### config.mk
export PLATFORM = sky130hd
export DESIGN_NAME = decoder_status_ctrl
export DESIGN_NICKNAME = d
export VERILOG_FILES = /design/src/decoder_regs_pkg.sv /design/src/decoder_status_ctrl.sv
export SDC_FILE = /design/constraint.sdc
export NUM_CORES = 1
export LEC_CHECK = 0
export BUFFER_PORTS_ARGS = -buffer_cell sky130_fd_sc_hd__buf_2
export CORE_ASPECT_RATIO = 0.8
export CORE_MARGIN = 5
export CORE_UTILIZATION = 50
export DETAILED_ROUTE_END_ITERATION = 8
export GPL_TIMING_DRIVEN = 0
export HOLD_SLACK_MARGIN = 0.06
export PLACE_DENSITY = 0.78
export SLEW_MARGIN = 10
export SYNTH_ARGS = -nofsm -noshare
export SYNTH_HDL_FRONTEND = slang
export SYNTH_SLANG_ARGS = --single-unit
### constraint.sdc
create_clock -name mclk -period 1.85 [get_ports mclk]
set_input_delay 0.185 -clock mclk [delete_from_list [all_inputs] [get_ports mclk]]
set_output_delay 0.185 -clock mclk [all_outputs]
set_load 0.02 [all_outputs]
### src/decoder_regs_pkg.sv
// Constants and carrier types for the decoder status and analog input control register slice.
// Assumes one system clock and a serial two-wire host link that reaches the registers by subaddress.
//
// Notes on behaviour
// - Status bit 7 reads 1 for an interlaced source, 0 otherwise.
// - Status bit 6 reads 0 only when horizontal and vertical loops are both locked.
// - Status bit 5 reads 0 for 50 Hz fields and 1 for 60 Hz fields.
// - Status bit 3 reads 1 while the four-line stripe burst variant is detected.
// - Status bit 2 reads 1 while stripe burst of any type is detected.
// - Status bit 1 reads 1 while a copy-protected source is detected.
// - Status bit 0 reads 1 only when every internal loop is locked.
// - The status byte is read-only; host writes leave it unchanged.
// - Control five bit 6 low floats the converter output port, high drives it.
// - Control five bit 5 picks internal line-locked or external converter clock.
// - Control five bit 4 high selects reference mode, else clamping follows its own control.
// - With control five bit 2 set, any indicator edge resets the gain loop.
// - Channel 3 gain is nine bits: control five bit 0 over the channel 3 register.
// - Channel 4 gain is nine bits: control five bit 1 over the channel 4 register.
package decoder_regs_pkg;

    localparam logic [7:0] STATUS_TWO_ADDR = 8'h1F;
    localparam logic [7:0] AIC_FIVE_ADDR = 8'h23;
    localparam logic [7:0] CH3_GAIN_ADDR = 8'h24;
    localparam logic [7:0] CH4_GAIN_ADDR = 8'h25;

    localparam int AIC5_AOSL_BIT = 7;
    localparam int AIC5_PORT_BIT = 6;
    localparam int AIC5_CLK_BIT = 5;
    localparam int AIC5_REF_BIT = 4;
    localparam int AIC5_SWR_BIT = 2;
    localparam int AIC5_CH4_MSB_BIT = 1;
    localparam int AIC5_CH3_MSB_BIT = 0;
    localparam logic [7:0] AIC5_WRITE_MASK = 8'hF7;
    localparam logic [7:0] AIC5_RESET = 8'h00;
    localparam logic [7:0] GAIN_LOW_RESET = 8'h00;
    localparam logic [7:0] READ_NONE = 8'h00;

    // Arbitrary neutral seven-bit bus address.
    localparam logic [6:0] DEFAULT_DEV_ADDR = 7'h2A;
    localparam logic [3:0] BITS_PER_BYTE = 4'h8;

    typedef struct packed {
        logic interlaced;
        logic h_loop_locked;
        logic v_loop_locked;
        logic field_60hz;
        logic stripe_four_line;
        logic stripe_any;
        logic copy_protect;
        logic all_loops_locked;
    } decoder_status_t;

    typedef struct packed {
        logic analog_out_select_msb;
        logic adc_port_drive_enable;
        logic adc_clock_source_select;
        logic reference_mode_active;
        logic clamp_active;
        logic [8:0] ch3_gain;
        logic [8:0] ch4_gain;
    } analog_ctrl_t;

    typedef enum logic [7:0] {
        ST_IDLE = 8'h01,
        ST_ADDR = 8'h02,
        ST_ADDR_ACK = 8'h04,
        ST_SUB = 8'h08,
        ST_WR_ACK = 8'h10,
        ST_WDATA = 8'h20,
        ST_RDATA = 8'h40,
        ST_RD_ACK = 8'h80
    } link_state_t;

endpackage : decoder_regs_pkg

### src/decoder_status_ctrl.sv
// Decoder status byte two and analog input control registers five to seven, behind a serial host link.
// Assumes the status inputs come from decoder logic on mclk; the link pins and the indicator pin are asynchronous.
`timescale 1ns/1ps
`default_nettype none

module decoder_status_ctrl
    import decoder_regs_pkg::*;
#(
    parameter logic [6:0] DEV_ADDR = DEFAULT_DEV_ADDR
) (
    input wire logic mclk,
    input wire logic rst_n,
    input wire logic scl_in,
    input wire logic sda_in,
    output var logic sda_out,
    output var logic sda_oe,
    input wire decoder_status_t status_in,
    input wire logic clamp_mode_control,
    input wire logic source_switch_indicator_in,
    output var analog_ctrl_t ctrl_q,
    output var logic gain_loop_reset_q
);

    ////////////////////////////////////////////////////////////////////////////
    // Pin synchronisers. Only the second and third stages feed any logic.

    logic scl_s1_q, scl_s2_q, scl_s3_q;
    logic sda_s1_q, sda_s2_q, sda_s3_q;
    logic sw_s1_q, sw_s2_q, sw_s3_q;

    always_ff @(posedge mclk) begin
        if (!rst_n) begin
            scl_s1_q <= 1'b1;
            scl_s2_q <= 1'b1;
            scl_s3_q <= 1'b1;
            sda_s1_q <= 1'b1;
            sda_s2_q <= 1'b1;
            sda_s3_q <= 1'b1;
            sw_s1_q <= 1'b0;
            sw_s2_q <= 1'b0;
            sw_s3_q <= 1'b0;
        end else begin
            scl_s1_q <= scl_in;
            scl_s2_q <= scl_s1_q;
            scl_s3_q <= scl_s2_q;
            sda_s1_q <= sda_in;
            sda_s2_q <= sda_s1_q;
            sda_s3_q <= sda_s2_q;
            sw_s1_q <= source_switch_indicator_in;
            sw_s2_q <= sw_s1_q;
            sw_s3_q <= sw_s2_q;
        end
    end

    wire scl_rise = scl_s2_q & ~scl_s3_q;
    wire scl_fall = ~scl_s2_q & scl_s3_q;
    wire start_cond = scl_s2_q & scl_s3_q & ~sda_s2_q & sda_s3_q;
    wire stop_cond = scl_s2_q & scl_s3_q & sda_s2_q & ~sda_s3_q;

    ////////////////////////////////////////////////////////////////////////////
    // Register storage.

    logic [7:0] status_q;
    logic [7:0] aic5_q;
    logic [7:0] ch3_low_q;
    logic [7:0] ch4_low_q;
    logic [7:0] sub_q;
    logic [7:0] shift_q;
    logic [3:0] bit_cnt_q;
    link_state_t state_q;

    wire byte_done = scl_fall & (bit_cnt_q == BITS_PER_BYTE);
    wire wr_stb = (state_q == ST_WDATA) & byte_done;
    wire wr_aic5 = wr_stb & (sub_q == AIC_FIVE_ADDR);
    wire wr_ch3 = wr_stb & (sub_q == CH3_GAIN_ADDR);
    wire wr_ch4 = wr_stb & (sub_q == CH4_GAIN_ADDR);
    wire addr_match = (shift_q[7:1] == DEV_ADDR);

    // The status address has no write path, so host writes there fall away.
    wire [7:0] rd_byte = (sub_q == STATUS_TWO_ADDR) ? status_q :
                         (sub_q == AIC_FIVE_ADDR) ? aic5_q :
                         (sub_q == CH3_GAIN_ADDR) ? ch3_low_q :
                         (sub_q == CH4_GAIN_ADDR) ? ch4_low_q : READ_NONE;

    wire [7:0] status_d = {
        status_in.interlaced,
        ~(status_in.h_loop_locked & status_in.v_loop_locked),
        status_in.field_60hz,
        1'b0,
        status_in.stripe_four_line,
        status_in.stripe_any,
        status_in.copy_protect,
        status_in.all_loops_locked
    };

    always_ff @(posedge mclk) begin
        if (!rst_n) begin
            status_q <= READ_NONE;
            aic5_q <= AIC5_RESET;
            ch3_low_q <= GAIN_LOW_RESET;
            ch4_low_q <= GAIN_LOW_RESET;
        end else begin
            status_q <= status_d;
            if (wr_aic5) begin
                aic5_q <= shift_q & AIC5_WRITE_MASK;
            end
            if (wr_ch3) begin
                ch3_low_q <= shift_q;
            end
            if (wr_ch4) begin
                ch4_low_q <= shift_q;
            end
        end
    end

    ////////////////////////////////////////////////////////////////////////////
    // Control outputs. They follow a write by one cycle so every output leaves a flop.

    wire sw_edge = sw_s2_q ^ sw_s3_q;
    wire ref_mode = aic5_q[AIC5_REF_BIT];

    analog_ctrl_t ctrl_d;

    always_comb begin
        ctrl_d.analog_out_select_msb = aic5_q[AIC5_AOSL_BIT];
        ctrl_d.adc_port_drive_enable = aic5_q[AIC5_PORT_BIT];
        ctrl_d.adc_clock_source_select = aic5_q[AIC5_CLK_BIT];
        ctrl_d.reference_mode_active = ref_mode;
        ctrl_d.clamp_active = ~ref_mode & clamp_mode_control;
        ctrl_d.ch3_gain = {aic5_q[AIC5_CH3_MSB_BIT], ch3_low_q};
        ctrl_d.ch4_gain = {aic5_q[AIC5_CH4_MSB_BIT], ch4_low_q};
    end

    always_ff @(posedge mclk) begin
        if (!rst_n) begin
            ctrl_q <= '0;
            gain_loop_reset_q <= 1'b0;
        end else begin
            ctrl_q <= ctrl_d;
            gain_loop_reset_q <= sw_edge & aic5_q[AIC5_SWR_BIT];
        end
    end

    ////////////////////////////////////////////////////////////////////////////
    // Serial link slave. Bits are sampled on the clock rise and driven after the fall.
    // The subaddress auto-increments after each data byte, in both directions.

    logic sda_oe_q;

    always_ff @(posedge mclk) begin
        if (!rst_n) begin
            state_q <= ST_IDLE;
            sub_q <= READ_NONE;
            shift_q <= READ_NONE;
            bit_cnt_q <= '0;
            sda_oe_q <= 1'b0;
        end else if (start_cond) begin
            state_q <= ST_ADDR;
            bit_cnt_q <= '0;
            sda_oe_q <= 1'b0;
        end else if (stop_cond) begin
            state_q <= ST_IDLE;
            sda_oe_q <= 1'b0;
        end else begin
            unique case (state_q)
                ST_IDLE: begin
                    sda_oe_q <= 1'b0;
                end
                ST_ADDR, ST_SUB, ST_WDATA: begin
                    if (scl_rise) begin
                        shift_q <= {shift_q[6:0], sda_s2_q};
                        bit_cnt_q <= bit_cnt_q + 4'h1;
                    end else if (byte_done) begin
                        bit_cnt_q <= '0;
                        if (state_q == ST_ADDR) begin
                            state_q <= addr_match ? ST_ADDR_ACK : ST_IDLE;
                            sda_oe_q <= addr_match;
                        end else begin
                            if (state_q == ST_SUB) begin
                                sub_q <= shift_q;
                            end else begin
                                sub_q <= sub_q + 8'h01;
                            end
                            state_q <= ST_WR_ACK;
                            sda_oe_q <= 1'b1;
                        end
                    end
                end
                ST_ADDR_ACK: begin
                    if (scl_fall) begin
                        if (shift_q[0]) begin
                            shift_q <= rd_byte;
                            sda_oe_q <= ~rd_byte[7];
                            state_q <= ST_RDATA;
                        end else begin
                            sda_oe_q <= 1'b0;
                            state_q <= ST_SUB;
                        end
                    end
                end
                ST_WR_ACK: begin
                    if (scl_fall) begin
                        sda_oe_q <= 1'b0;
                        state_q <= ST_WDATA;
                    end
                end
                ST_RDATA: begin
                    if (scl_rise) begin
                        bit_cnt_q <= bit_cnt_q + 4'h1;
                    end else if (byte_done) begin
                        bit_cnt_q <= '0;
                        sda_oe_q <= 1'b0;
                        sub_q <= sub_q + 8'h01;
                        state_q <= ST_RD_ACK;
                    end else if (scl_fall) begin
                        shift_q <= {shift_q[6:0], 1'b0};
                        sda_oe_q <= ~shift_q[6];
                    end
                end
                ST_RD_ACK: begin
                    if (scl_rise && sda_s2_q) begin
                        state_q <= ST_IDLE;
                    end else if (scl_fall) begin
                        shift_q <= rd_byte;
                        sda_oe_q <= ~rd_byte[7];
                        state_q <= ST_RDATA;
                    end
                end
            endcase
        end
    end

    // Open-drain line: the module only ever pulls low.
    logic sda_out_q;

    always_ff @(posedge mclk) begin
        if (!rst_n) begin
            sda_out_q <= 1'b0;
        end else begin
            sda_out_q <= 1'b0;
        end
    end

    assign sda_out = sda_out_q;
    assign sda_oe = sda_oe_q;

endmodule : decoder_status_ctrl

`default_nettype wire

# --- Yosys cells after proc, flatten, opt, wreduce, memory -nomap -nowiden ---
# Cells that the tools add are included.
op_classes:
  add_sub_neg: 2
  n_eq_ne: 36
  mux: 48
  bitwise: 27
  reduce_logical: 17
op_table:
  columns: ["cell", "n"]
  rows:
  - ["$mux W8", 26]
  - ["$pmux W8 S5", 1]
  - ["$eq A8 B6 Y1 const B", 4]
  - ["$pmux W8 S4", 1]
  - ["$reduce_and A8 Y1", 4]
  - ["$ne A2 B2 Y1 const B", 13]
  - ["$ne A4 B4 Y1 const B", 6]
  - ["$eq A8 B5 Y1 const B", 2]
  - ["$pmux W8 S2", 1]
  - ["$and A1 B1 Y1", 15]
  - ["$mux W1", 11]
  - ["$not A1 Y1", 11]
  - ["$reduce_and A11 Y1", 1]
  - ["$reduce_and A10 Y1", 1]
  - ["$add A8 B1 Y8 const B", 1]
  - ["$eq A8 B1 Y1 const B", 1]
  - ["$eq A8 B2 Y1 const B", 1]
  - ["$eq A8 B3 Y1 const B", 1]
  - ["$eq A8 B4 Y1 const B", 1]
  - ["$eq A8 B7 Y1 const B", 1]
  - ["$eq A8 B8 Y1 const B", 1]
  - ["$mux W4", 2]
  - ["$eq A7 B6 Y1 const B", 1]
  - ["$mux W7", 1]
  - ["other kinds (18)", 22]
word_totals:
  reg_bits: 93
  in_bits: 14
  out_inout_bits: 26
  wordCells: 159

# --- Depth between registers and ports, before layout ---
# Gate-level depths: netlist of the first run.
depth:
  word_depth: 9
  depth_mapped: 9
  depth_no_buf: 8

# --- Least setup slack after synthesis of the first run ---
# Ideal clock, no wire load.
synth_timing:
  kind: "reg2reg"
  startpoint: "reg state_q[1]"
  endpoint: "reg sub_q[0]"
  setup_time_ps: 74
  t_arrival_ps: 1966
  t_required_ps: 1776
  slack_ps: -190
  path_stages_with_launch: 9
  path_buffers: 2
  period_less_slack_ps: 2040
  cell_sequence: "dfxtp_1 > buf_6 > nor4_4 > nand3_2 > and2_4 > or3_1 > buf_2 > or3_1 > a31oi_1"
synth_between:
  elab_chain_len: 6
  word_cells_on_any_way: 17
  cone_classes: "9 x eq/ne; 5 x mux; 3 x reduce/logical"
synth_rtl:
  columns: ["element", "line", "text"]
  rows:
  - ["start: declaration", "decoder_status_ctrl.sv:70", "link_state_t state_q;"]
  - ["start signal: assignment", "decoder_status_ctrl.sv:176", "state_q <= addr_match ? ST_ADDR_ACK : ST_IDLE;"]
  - ["$eq A8 B4 Y1", "decoder_status_ctrl.sv:165, decoder_status_ctrl.sv:179", null]
  - ["$mux W8", "decoder_status_ctrl.sv:179", "if (state_q == ST_SUB) begin"]
  - ["$mux W8", "decoder_status_ctrl.sv:175", "if (state_q == ST_ADDR) begin"]
  - ["$mux W8", "decoder_status_ctrl.sv:173", "end else if (byte_done) begin"]
  - ["$mux W8", "decoder_status_ctrl.sv:170", "if (scl_rise) begin"]
  - ["$pmux W8 S2", "decoder_status_ctrl.sv:165", "unique case (state_q)"]
  - ["end signal: assignment", "decoder_status_ctrl.sv:180", "sub_q <= shift_q;"]
  - ["end signal: assignment", "decoder_status_ctrl.sv:182", "sub_q <= sub_q + 8'h01;"]
  - ["end signal: assignment", "decoder_status_ctrl.sv:213", "sub_q <= sub_q + 8'h01;"]
  - ["end: declaration", "decoder_status_ctrl.sv:67", "logic [7:0] sub_q;"]
# Several ways; a longest one is shown, not always the timed one. The select of a mux whose other input is x is not followed.
# A chain may end at the register's enable or synchronous reset.

# --- Worst setup path after layout of the first run ---
layout_timing:
  startpoint: "reg state_q[6]"
  endpoint: "reg state_q[6]"
layout_between:
  elab_chain_len: 4
  word_cells_on_any_way: 18
  cone_classes: "14 x eq/ne; 1 x mux; 3 x reduce/logical"
layout_rtl:
  columns: ["element", "line"]
  rows:
  - ["$eq A8 B6 Y1 (tied with other cells)", "decoder_status_ctrl.sv:165"]
  - ["$reduce_or A3 Y1", "decoder_status_ctrl.sv:165"]
  - ["$reduce_bool A5 Y1 (no line) or $ne A2 B2 Y1 (tied branches)", null]
  - ["$reduce_and A8 Y1 (no line)", null]
# Several ways; a longest one is shown, not always the timed one.

==> results.tsv, run 1 <==
metric	value	unit
status	complete, but fails checks	
failing checks	setup timing	
first-pass GRT wire length	20.0	mm
clock skew	0.00993	ns
area occupied by multi-input gates	2640	um^2
WS Path Type	register to register	
final antenna-violating net count	0	
drt total wl	14.0	mm
Yosys warning total	0	
Filler cells	578	
layout cell share with drive strength beyond 1	35.0	%
Mean Syn Cell Area	8.96	um^2
clk_lat worst skew	0.37	ns
Reg area	1870	um^2
worst-path maximum fanout	6	
uppermost layer routed	met4	
Power Density	646	nW/um^2
die area	10400	um^2
Critical Path RT	2.09	ns
Initial Util	50.6	%
# DRC	0	
Initial DRT Pass Iterations	5	
DR WL/cell	20.3	um
Final WS setup	-0.339	ns
# setup viols final	48	
WP buf/inv	3	
Worst VDD drop	433	uV
most common cell after layout, fill and taps aside	dfxtp_1	
clk slew on worst S/H paths	0.09	ns
H-tree level count	3	
Least-Margin Pin Slew	0.680	ns
max-cap violation count	0	
Slowest cell on crit path	dfxtp_4	
I/O Buffers	37	
WP data arrival	2.43	ns
post-route minimum period	2.19	ns
Top delay family on crit path	compound AO/OA/AOI/OAI gates	
antenna cells	0	
cell chain of the critical path	buf_12 > nor3_4 > and4_1 > buf_6 > nor2_2 > a311oi_4 > buf_6 > nor2_2 > a311oi_1	
via count	4192	
average via count per standard cell	6.08	
register bit count reported by yosys	92	
WL met2	6.39	mm
total chip power	3.77	mW
Synth Net Count	492	
ys flop type	dfxtp_1	
GR Util All Layers	24.3	%
Final HPWL DP	8.05	mm
setup TNS	-6.46	ns
CTS sink count	92	
startpoint types	register	
DRT iter0 DRCs	422	
count of flip-flops with a built-in enable after synthesis	0	
width of the die	113	um
register-to-register setup slack	-0.34	ns
most frequent cells in the layout	dfxtp_1 (80), nor2_1 (47), buf_2 (38), and2_1 (37)	
DIE HEIGHT	92.4	um
unrepaired setup endpoints after global routing	true	
CP endpoint kind	register	
final number of hold-violating endpoints	0	
worst hold margin	0.262	ns
cts bufs inserted	9	
post-synthesis sequential area ratio	43.4	%
initial antenna violation count	0	
TritonCTS clock tree	yes	
core footprint	8370	um^2
Critical Path Max Stage Delay	0.37	ns
largest net degree at the start of global routing	17	
met1 wire length	5.58	mm
fin crit share	118	%
max_slew headroom	54.7	%
Nets	591	
fmax	457	MHz
WL met3	1.42	mm
I/O Pins	40	
vias in the first global route	3886	
Clk Tree Root Cell	clkbuf_8	
FFs w/ async S/R, synth	0	%
fin area	5840	um^2
DP Area	4620	um^2
Final Max Tran Viols	0	
P_leak	2.23	nW
Layout Area Growth over Synthesis	37.7	%
Final Util	69.7	%
Core Rows	30	
Hold Crit Class	primary input to register	
Cells after Synth	473	
grt total ovfl	0	
synthesized area	4240	um^2
unique cell type count in the Yosys netlist	70	
gpl congestion	0.927	
clock buffer depth	2	
==> what timing repair did <==
| item | 4_1_cts | 5_1_grt |
|---|---|---|
| hold endpoints to repair | 11 | 0 |
| cloned | 1 | 1 |
| pin swaps | 34 | 41 |
| hold buffers | 12 | 0 |
| setup endpoints to repair | 48 | 48 |
| gates resized for setup | 72 | 80 |
| setup buffers | 29 | 17 |
==> per-layer routing <==
layer  global-route usage (%)  vias to the layer above
li1                         -                     1862
met1                     31.5                     1988
met2                     38.2                      274
met3                     6.34                       68
met4                     10.5                        0
met5                        0                        -
==> sequential cells by signal, summed over array words and instances, names as in the netlist <==
| name | cells |
|---|---|
| sw_s2_q | 1 |
| scl_s3_q | 1 |
| sda_s2_q | 1 |
| ch3_low_q | 8 |
| sda_oe | 1 |
| sda_s1_q | 1 |
| status_q | 7 |
| scl_s2_q | 1 |
| sw_s3_q | 1 |
| bit_cnt_q | 4 |
| scl_s1_q | 1 |
| sub_q | 8 |
| shift_q | 8 |
| gain_loop_reset_q | 1 |
| ch4_low_q | 8 |
| sw_s1_q | 1 |
| sda_s3_q | 1 |
| aic5_q | 7 |
| state_q | 8 |
| ctrl_q | 23 |
==> report_power, final <==
| part | internal [mW] | switching (mW) | total, mW | leakage (nW) |
|---|---|---|---|---|
| clock | 0.776 | 0.757 | 1.53 | 0.105 |
| sequential | 1.99 | 0.0255 | 2.02 | 0.751 |
| combinational | 0.102 | 0.117 | 0.219 | 1.37 |
| total | 2.87 | 0.899 | 3.77 | 2.23 |
==> synthesized netlist by cell type (4+ instances only) <==
library cell,n,area (um^2)
dfxtp_1,92,1840
nand2b_1,9,56.3
nand2_1,34,128
mux2i_1,29,290
clkbuf_1,13,48.8
ha_1,5,62.6
and2_1,39,244
buf_2,11,55.1
xor2_1,5,43.8
a22oi_1,4,30.0
o21ai_0,13,65.1
nor2_1,52,195
a211oi_1,7,52.6
nor2b_1,6,37.5
nand3_1,13,65.1
o211ai_1,5,37.5
a21oi_1,26,130
nor3_1,11,55.1
nand4_1,4,25.0
inv_1,10,37.5
and3_1,9,56.3
==> metrics by stage <==
step	worst slack, ns	instances
2_1_floorplan	-0.123	473
3_3_place_gp	-0.439	622
3_5_place_dp	-0.545	622
4_1_cts	-0.219	678
5_1_grt	-0.391	689
6_report	-0.339	689
==> final timing paths <==
check | endpoint | depth (start not counted) | from
setup / recovery | state_q[6]$_SDFFE_PP0P_ | 9 | state_q[6]$_SDFFE_PP0P_
hold / removal | sda_s1_q$_SDFF_PN1_ | 2 | rst_n
setup reg to reg | state_q[6]$_SDFFE_PP0P_ | 9 | state_q[6]$_SDFFE_PP0P_
hold reg to reg | scl_s2_q$_SDFF_PN1_ | 1 | scl_s1_q$_SDFF_PN1_
==> kinds of logic (layout without fill, tap and decap cells) <==
| logic type | after synthesis | after routing | share of synthesized area (%) |
|---|---|---|---|
| flops | 92 | 92 | 43.4 |
| mux | 29 | 29 | 6.85 |
| simple gates | 206 | 206 | 27.0 |
| fa+ha+maj | 5 | 5 | 1.48 |
| other cells | 1 | 1 | 0.0885 |
| xor+xnor | 7 | 7 | 1.45 |
| buf+inv | 41 | 145 | 4.49 |
| compound gates | 92 | 92 | 15.2 |
==> layout make-up <==
cell class,instances,share of cell area (%)
Tap cell,112,2.40
Buffer,22,2.92
Inverter,11,0.707
Sequential cell,92,32.1
Clock inverter,6,1.63
Multi-Input combinational cell,340,45.1
Clock buffer,10,2.19
Timing Repair Buffer,96,12.9
Note: power is estimated with default switching activity, not from simulation.
==> run 2: changes to the inputs <==
--- a/config.mk
+++ b/config.mk
@@ -17,3 +17,4 @@
 export SYNTH_ARGS = -nofsm -noshare
 export SYNTH_HDL_FRONTEND = slang
 export SYNTH_SLANG_ARGS = --single-unit
+export TNS_END_PERCENT = 20
==> results.tsv, run 2 (synthesized netlist as in run 1, its figures left out) <==
metric	value	unit	change
status	complete, but fails checks		
failing checks	setup timing		
R2R cell count	9		unchanged
TritonCTS clock tree	yes		
# DRC	0		unchanged
Largest Register	ctrl_q		
clock skew	0.00807	ns	-0.00186 ns
layout cell share with drive strength beyond 1	29.0	%	-6.0 points
Initial Util	50.6	%	unchanged
gpl congestion	0.916		-1.1%
P_leak	2.06	nW	-7.4%
vias in the first global route	3492		-10%
hold path start	rst_n		
max reg flops	23		unchanged
Least-Margin Pin Slew	0.738	ns	+0.0582 ns
most frequent cells in the layout	dfxtp_1 (83), nor2_1 (46), and2_1 (38), buf_2 (37), nand2_1 (34)		
Hold Crit Class	primary input to register		
r2r endpoint	sub_q[7]$_SDFFE_PN0P_		
most common cell after layout, fill and taps aside	dfxtp_1		
antenna cells	0		unchanged
Final Max Tran Viols	0		unchanged
max_slew headroom	50.8	%	-3.9 points
worst hold path depth	2		unchanged
final number of hold-violating endpoints	0		unchanged
fin crit share	112	%	-6.2 points
final antenna-violating net count	0		unchanged
drt total wl	11.9	mm	-15%
hold path endpoint	scl_s1_q$_SDFF_PN1_		
GR Util All Layers	22.0	%	-2.2 points
H-tree level count	3		unchanged
Layout Area Growth over Synthesis	28.7	%	
unrepaired setup endpoints after global routing	true		
cts bufs inserted	9		unchanged
core footprint	8370	um^2	unchanged
I/O Pins	40		unchanged
I/O Buffers	37		unchanged
DRT iter0 DRCs	276		-35%
Clk Tree Root Cell	clkbuf_8		
via count	3937		-6.1%
CTS sink count	92		unchanged
DR WL/cell	17.8	um	-12%
Final HPWL DP	7.85	mm	-2.6%
grt total ovfl	0		unchanged
cell count after placement	622		unchanged
width of the die	113	um	unchanged
DIE HEIGHT	92.4	um	unchanged
WS Path Type	register to register		
average via count per standard cell	5.87		-3.6%
# setup viols final	48		unchanged
die area	10400	um^2	unchanged
Filler cells	659		+14%
clk_lat worst skew	0.37	ns	about the same
Power Density	653	nW/um^2	+1.2%
largest net degree at the start of global routing	17		unchanged
CP endpoint kind	register		
RR Startpoint	state_q[3]$_SDFFE_PP0P_		
Reg area	1870	um^2	-0.47%
worst-path maximum fanout	7		+1
startpoint types	register		
area occupied by multi-input gates	2500	um^2	-5.0%
max-cap violation count	0		unchanged
Worst VDD drop	457	uV	+5.7%
Nets	573		-3.0%
Final WS setup	-0.225	ns	+0.115 ns
non-filler cells, final	671		-2.6%
initial antenna violation count	0		unchanged
register-to-register setup slack	-0.22	ns	+0.11 ns
Critical Path RT	2.10	ns	about the same
clock buffer depth	2		unchanged
clk slew on worst S/H paths	0.09	ns	about the same
post-route minimum period	2.07	ns	-0.115 ns
fmax	482	MHz	+5.5%
Core Rows	30		unchanged
total chip power	3.56	mW	-5.4%
first-pass GRT wire length	18.2	mm	-9.1%
Initial DRT Pass Iterations	4		-1
WP data arrival	2.32	ns	-0.11 ns
run 2: cell count changes in the layout (fill, tap and decap cells not counted), moves of 3 or more:
cell | before | now
mux2i_2 | 3 | 0
buf_8 | 4 | 1
buf_4 | 32 | 25
buf_6 | 18 | 11
mux2i_1 | 26 | 29
a21oi_2 | 7 | 1
a21oi_1 | 17 | 24
dfxtp_1 | 80 | 83
run 2: where the power goes:
| part | internal, mW | leakage (nW) | switching, mW |
|---|---|---|---|
| logic | 0.0784 | 1.21 | 0.102 |
| clock network | 0.637 | 0.0977 | 0.736 |
| registers | 1.99 | 0.749 | 0.0183 |
run 2: layer usage:
metal | vias up | wire, um | global-route usage (%)
met5 | - | 0 | 0
met4 | 0 | 274 | 6.21
met3 | 34 | 1170 | 6.79
met2 | 202 | 5480 | 33.5
met1 | 1868 | 5010 | 30.3
li1 | 1833 | - | -
run 2: what timing repair did:
item                                   in CTS  in global routing
setup buffers                               7                 18
pin swaps                                  11                 24
hold buffers                               12                  0
setup endpoints to repair                  48                 48
gates resized for setup                    48                 61
endpoints found under the hold margin      11                  0
run 2: per-stage QoR:
step	setup WS (ns)	utilization [%]	setup TNS, ns	hold slack, ns	area (um^2)
after detailed placement	-0.733	54.9	-24.99	0.369	4600
after floorplan	-0.123	-	-2.02	0.277	4270
after CTS	-0.278	61.3	-4.72	0.215	5130
after global routing	-0.312	65.2	-8.21	0.242	5460
after global placement	-0.680	54.9	-23.00	0.364	4600
final	-0.225	65.2	-4.75	0.237	5460
run 2: how the worst max path moves through the flow:
stage / endpoint / startpoint / depth (start not counted) / slack (ns)
finish: sub_q[7]$_SDFFE_PN0P_ / state_q[3]$_SDFFE_PP0P_ / 9 / -0.22
global route: sub_q[7]$_SDFFE_PN0P_ / state_q[3]$_SDFFE_PP0P_ / 9 / -0.31
CTS: sub_q[0]$_SDFFE_PN0P_ / state_q[1]$_SDFFE_PN0P_ / 8 / -0.28
detailed placement: ch4_low_q[7]$_SDFFE_PN0P_ / sub_q[5]$_SDFFE_PN0P_ / 7 / -0.73
global placement: ch4_low_q[6]$_SDFFE_PN0P_ / sub_q[5]$_SDFFE_PN0P_ / 7 / -0.68
floorplan: sub_q[0]$_SDFFE_PN0P_ / state_q[3]$_SDFFE_PP0P_ / 8 / -0.12
run 2: critical path, cell delays in order, from the launching register on:
cell and delay, ns:
dfxtp_4 0.39, buf_4 0.15, or3b_4 0.42, nor4_4 0.27
buf_4 0.21, a211oi_4 0.05, buf_6 0.14, buf_4 0.13
a22oi_2 0.13, nor2_1 0.05
run 2: area by class of cell:
type | count | share of cell area (%)
repair buffers | 74 | 9.47
well taps | 112 | 2.57
inverters | 11 | 0.803
multi-input cells | 340 | 45.9
plain buffers | 26 | 3.49
clock buffers | 10 | 2.34
flip-flops and latches | 92 | 34.2
clock inverters | 6 | 1.26
==> run 3: changes to the inputs <==
--- a/config.mk
+++ b/config.mk
@@ -13,6 +13,7 @@
 export GPL_TIMING_DRIVEN = 0
 export HOLD_SLACK_MARGIN = 0.06
 export PLACE_DENSITY = 0.78
+export RECOVER_POWER = 50
 export SLEW_MARGIN = 10
 export SYNTH_ARGS = -nofsm -noshare
 export SYNTH_HDL_FRONTEND = slang
==> results.tsv, run 3 (synthesized netlist as in run 1, its figures left out) <==
metric	value	unit	change
first-pass GRT wire length	18.2	mm	unchanged
Least-Margin Pin Slew	0.752	ns	+0.0145 ns
Critical Path RT	2.10	ns	about the same
most frequent cells in the layout	dfxtp_1 (83), nor2_1 (46), buf_2 (36), nand2_1 (34), mux2i_1 (29)		
final antenna-violating net count	0		unchanged
CP endpoint kind	register		
drt total wl	12.0	mm	+0.38%
Critical Path Max Stage Delay	0.42	ns	about the same
clock share of power	38.6	%	about the same
setup TNS	-4.36	ns	+0.393 ns
Layout Area Growth over Synthesis	28.7	%	about the same
most used cell, CP	buf_4		
largest net degree at the start of global routing	17		unchanged
GR Util All Layers	22.0	%	unchanged
DP Area	4600	um^2	unchanged
# DRC	0		unchanged
unrepaired setup endpoints after global routing	true		
worst setup path start	state_q[3]$_SDFFE_PP0P_		
clock buffer depth	2		unchanged
worst hold margin	0.232	ns	-0.00548 ns
cell-internal power	2.71	mW	about the same
Worst VDD drop	462	uV	+1.2%
Nets	573		unchanged
Final Max Tran Viols	0		unchanged
CTS sink count	92		unchanged
cell chain of the critical path	buf_4 > or3b_4 > nor4_4 > buf_4 > a211oi_4 > buf_6 > buf_4 > a22oi_2 > nor2_1		
Crit path depth	9		unchanged
max-cap violation count	0		unchanged
Final WS setup	-0.229	ns	-0.00436 ns
Critical Path End	sub_q[7]$_SDFFE_PN0P_		
Initial DRT Pass Iterations	5		+1
Gate power share	5.0	%	about the same
post-route minimum period	2.08	ns	+0.00436 ns
fin crit share	112	%	+0.24 points
WP data arrival	2.32	ns	about the same
Power Density	655	nW/um^2	+0.21%
H-tree level count	3		unchanged
Seq pwr share	56.3	%	about the same
die area	10400	um^2	unchanged
Top delay family on crit path	simple AND/OR/NAND/NOR gates		
Sw Ratio	24.2	%	+0.15 points
worst-path maximum fanout	7		unchanged
fin area	5460	um^2	about the same
DIE HEIGHT	92.4	um	unchanged
core footprint	8370	um^2	unchanged
width of the die	113	um	unchanged
layout cell share with drive strength beyond 1	28.8	%	-0.18 points
failing checks	setup timing		
clk slew on worst S/H paths	0.09	ns	about the same
startpoint types	register		
antenna cells	0		unchanged
post-place setup slack	-0.733	ns	unchanged
clk_lat worst skew	0.38	ns	about the same
register-to-register setup slack	-0.23	ns	about the same
vias in the first global route	3492		unchanged
clock skew	0.00828	ns	+0.000204 ns
Switch Pwr	0.863	mW	+0.81%
DRT iter0 DRCs	267		-3.3%
status	complete, but fails checks		
RR Startpoint	state_q[3]$_SDFFE_PP0P_		
initial antenna violation count	0		unchanged
average via count per standard cell	5.80		-1.2%
P_leak	2.05	nW	-0.79%
Largest Register	ctrl_q		
most common cell after layout, fill and taps aside	dfxtp_1		
Final HPWL DP	7.85	mm	unchanged
# setup viols final	45		-6.3%
max reg flops	23		unchanged
WS Path Type	register to register		
R2R cell count	9		unchanged
I/O Pins	40		unchanged
via count	3889		-1.2%
gpl congestion	0.916		unchanged
Slowest cell on crit path	or3b_4		
hold path start	rst_n		
grt total ovfl	0		unchanged
r2r endpoint	sub_q[7]$_SDFFE_PN0P_		
fmax	481	MHz	-0.21%
DR WL/cell	17.8	um	+0.38%
I/O Buffers	37		unchanged
Core Rows	30		unchanged
Hold Crit Class	primary input to register		
TritonCTS clock tree	yes		
max_slew headroom	49.8	%	-0.96 points
final number of hold-violating endpoints	0		unchanged
Initial Util	50.6	%	unchanged
cts bufs inserted	9		unchanged
WP buf/inv	4		unchanged
Clk Tree Root Cell	clkbuf_8		
-- run 3: cell count changes in the layout (fill, tap and decap cells not counted), sizes merged --
cell    before  now
buf         76   75
clkbuf      22   23
-- run 3: how the worst min path moves through the flow --
stage               slack [ns]  depth (start not counted)                     end
floorplan                 0.28                          1  status_q[6]$_SDFF_PN0_
global placement          0.36                          2  status_q[6]$_SDFF_PN0_
detailed placement        0.37                          2     sda_s1_q$_SDFF_PN1_
CTS                       0.21                          2     scl_s3_q$_SDFF_PN1_
global route              0.24                          3   ctrl_q[18]$_SDFF_PN0_
finish                    0.23                          2     scl_s2_q$_SDFF_PN1_
-- run 3: layer usage --
metal | up-vias | wire length [um] | track usage, % | part of all wire [%]
met4 | 0 | 265 | 6.21 | 2.2
li1 | 1829 | - | - | -
met3 | 27 | 1180 | 6.79 | 9.9
met5 | - | 0 | 0 | 0
met2 | 198 | 5420 | 33.5 | 45
met1 | 1835 | 5110 | 30.3 | 43
-- run 3: power by group through the flow --
stage | combinational (mW) | sequential (mW) | clock, mW
2_1_floorplan | 0.0935 | 2.06 | 0
3_3_place_gp | 0.136 | 2.06 | 0
3_5_place_dp | 0.139 | 2.06 | 0
4_1_cts | 0.170 | 2.02 | 1.40
5_1_grt | 0.196 | 2.01 | 1.47
6_report | 0.180 | 2.01 | 1.38
-- run 3: final cells by class --
cell class                      instances  area, um^2
Buffer                                 26         190
Sequential cell                        92        1870
Timing Repair Buffer                   74         515
Tap cell                              112         140
Inverter                               11        43.8
Fill cell                             660        2920
Multi-Input combinational cell        340        2500
Clock buffer                           10         128
Clock inverter                          6        68.8
-- run 3: metrics by stage --
stage / instances / total power, mW / utilization [%]
CTS: 656 / 3.59 / 61.3
floorplan: 473 / 2.15 / -
finish: 671 / 3.57 / 65.2
global placement: 622 / 2.20 / 54.9
global route: 671 / 3.68 / 65.2
detailed placement: 622 / 2.20 / 54.9
-- run 3: repair_timing --
action,in CTS,in global routing
endpoints found under the setup margin,48,48
hold buffers,12,0
endpoints found under the hold margin,11,0
pin swaps,11,24
resized for setup,48,61
setup buffers,7,18
-- run 3: worst reg2reg max path: cells and delay by family, from the launching register on --
family,cells,cell delay [ns]
and+or+nand+nor,3,0.74
buffers and inverters,4,0.64
AOI/OAI and AO/OA,2,0.19
DFF,1,0.39
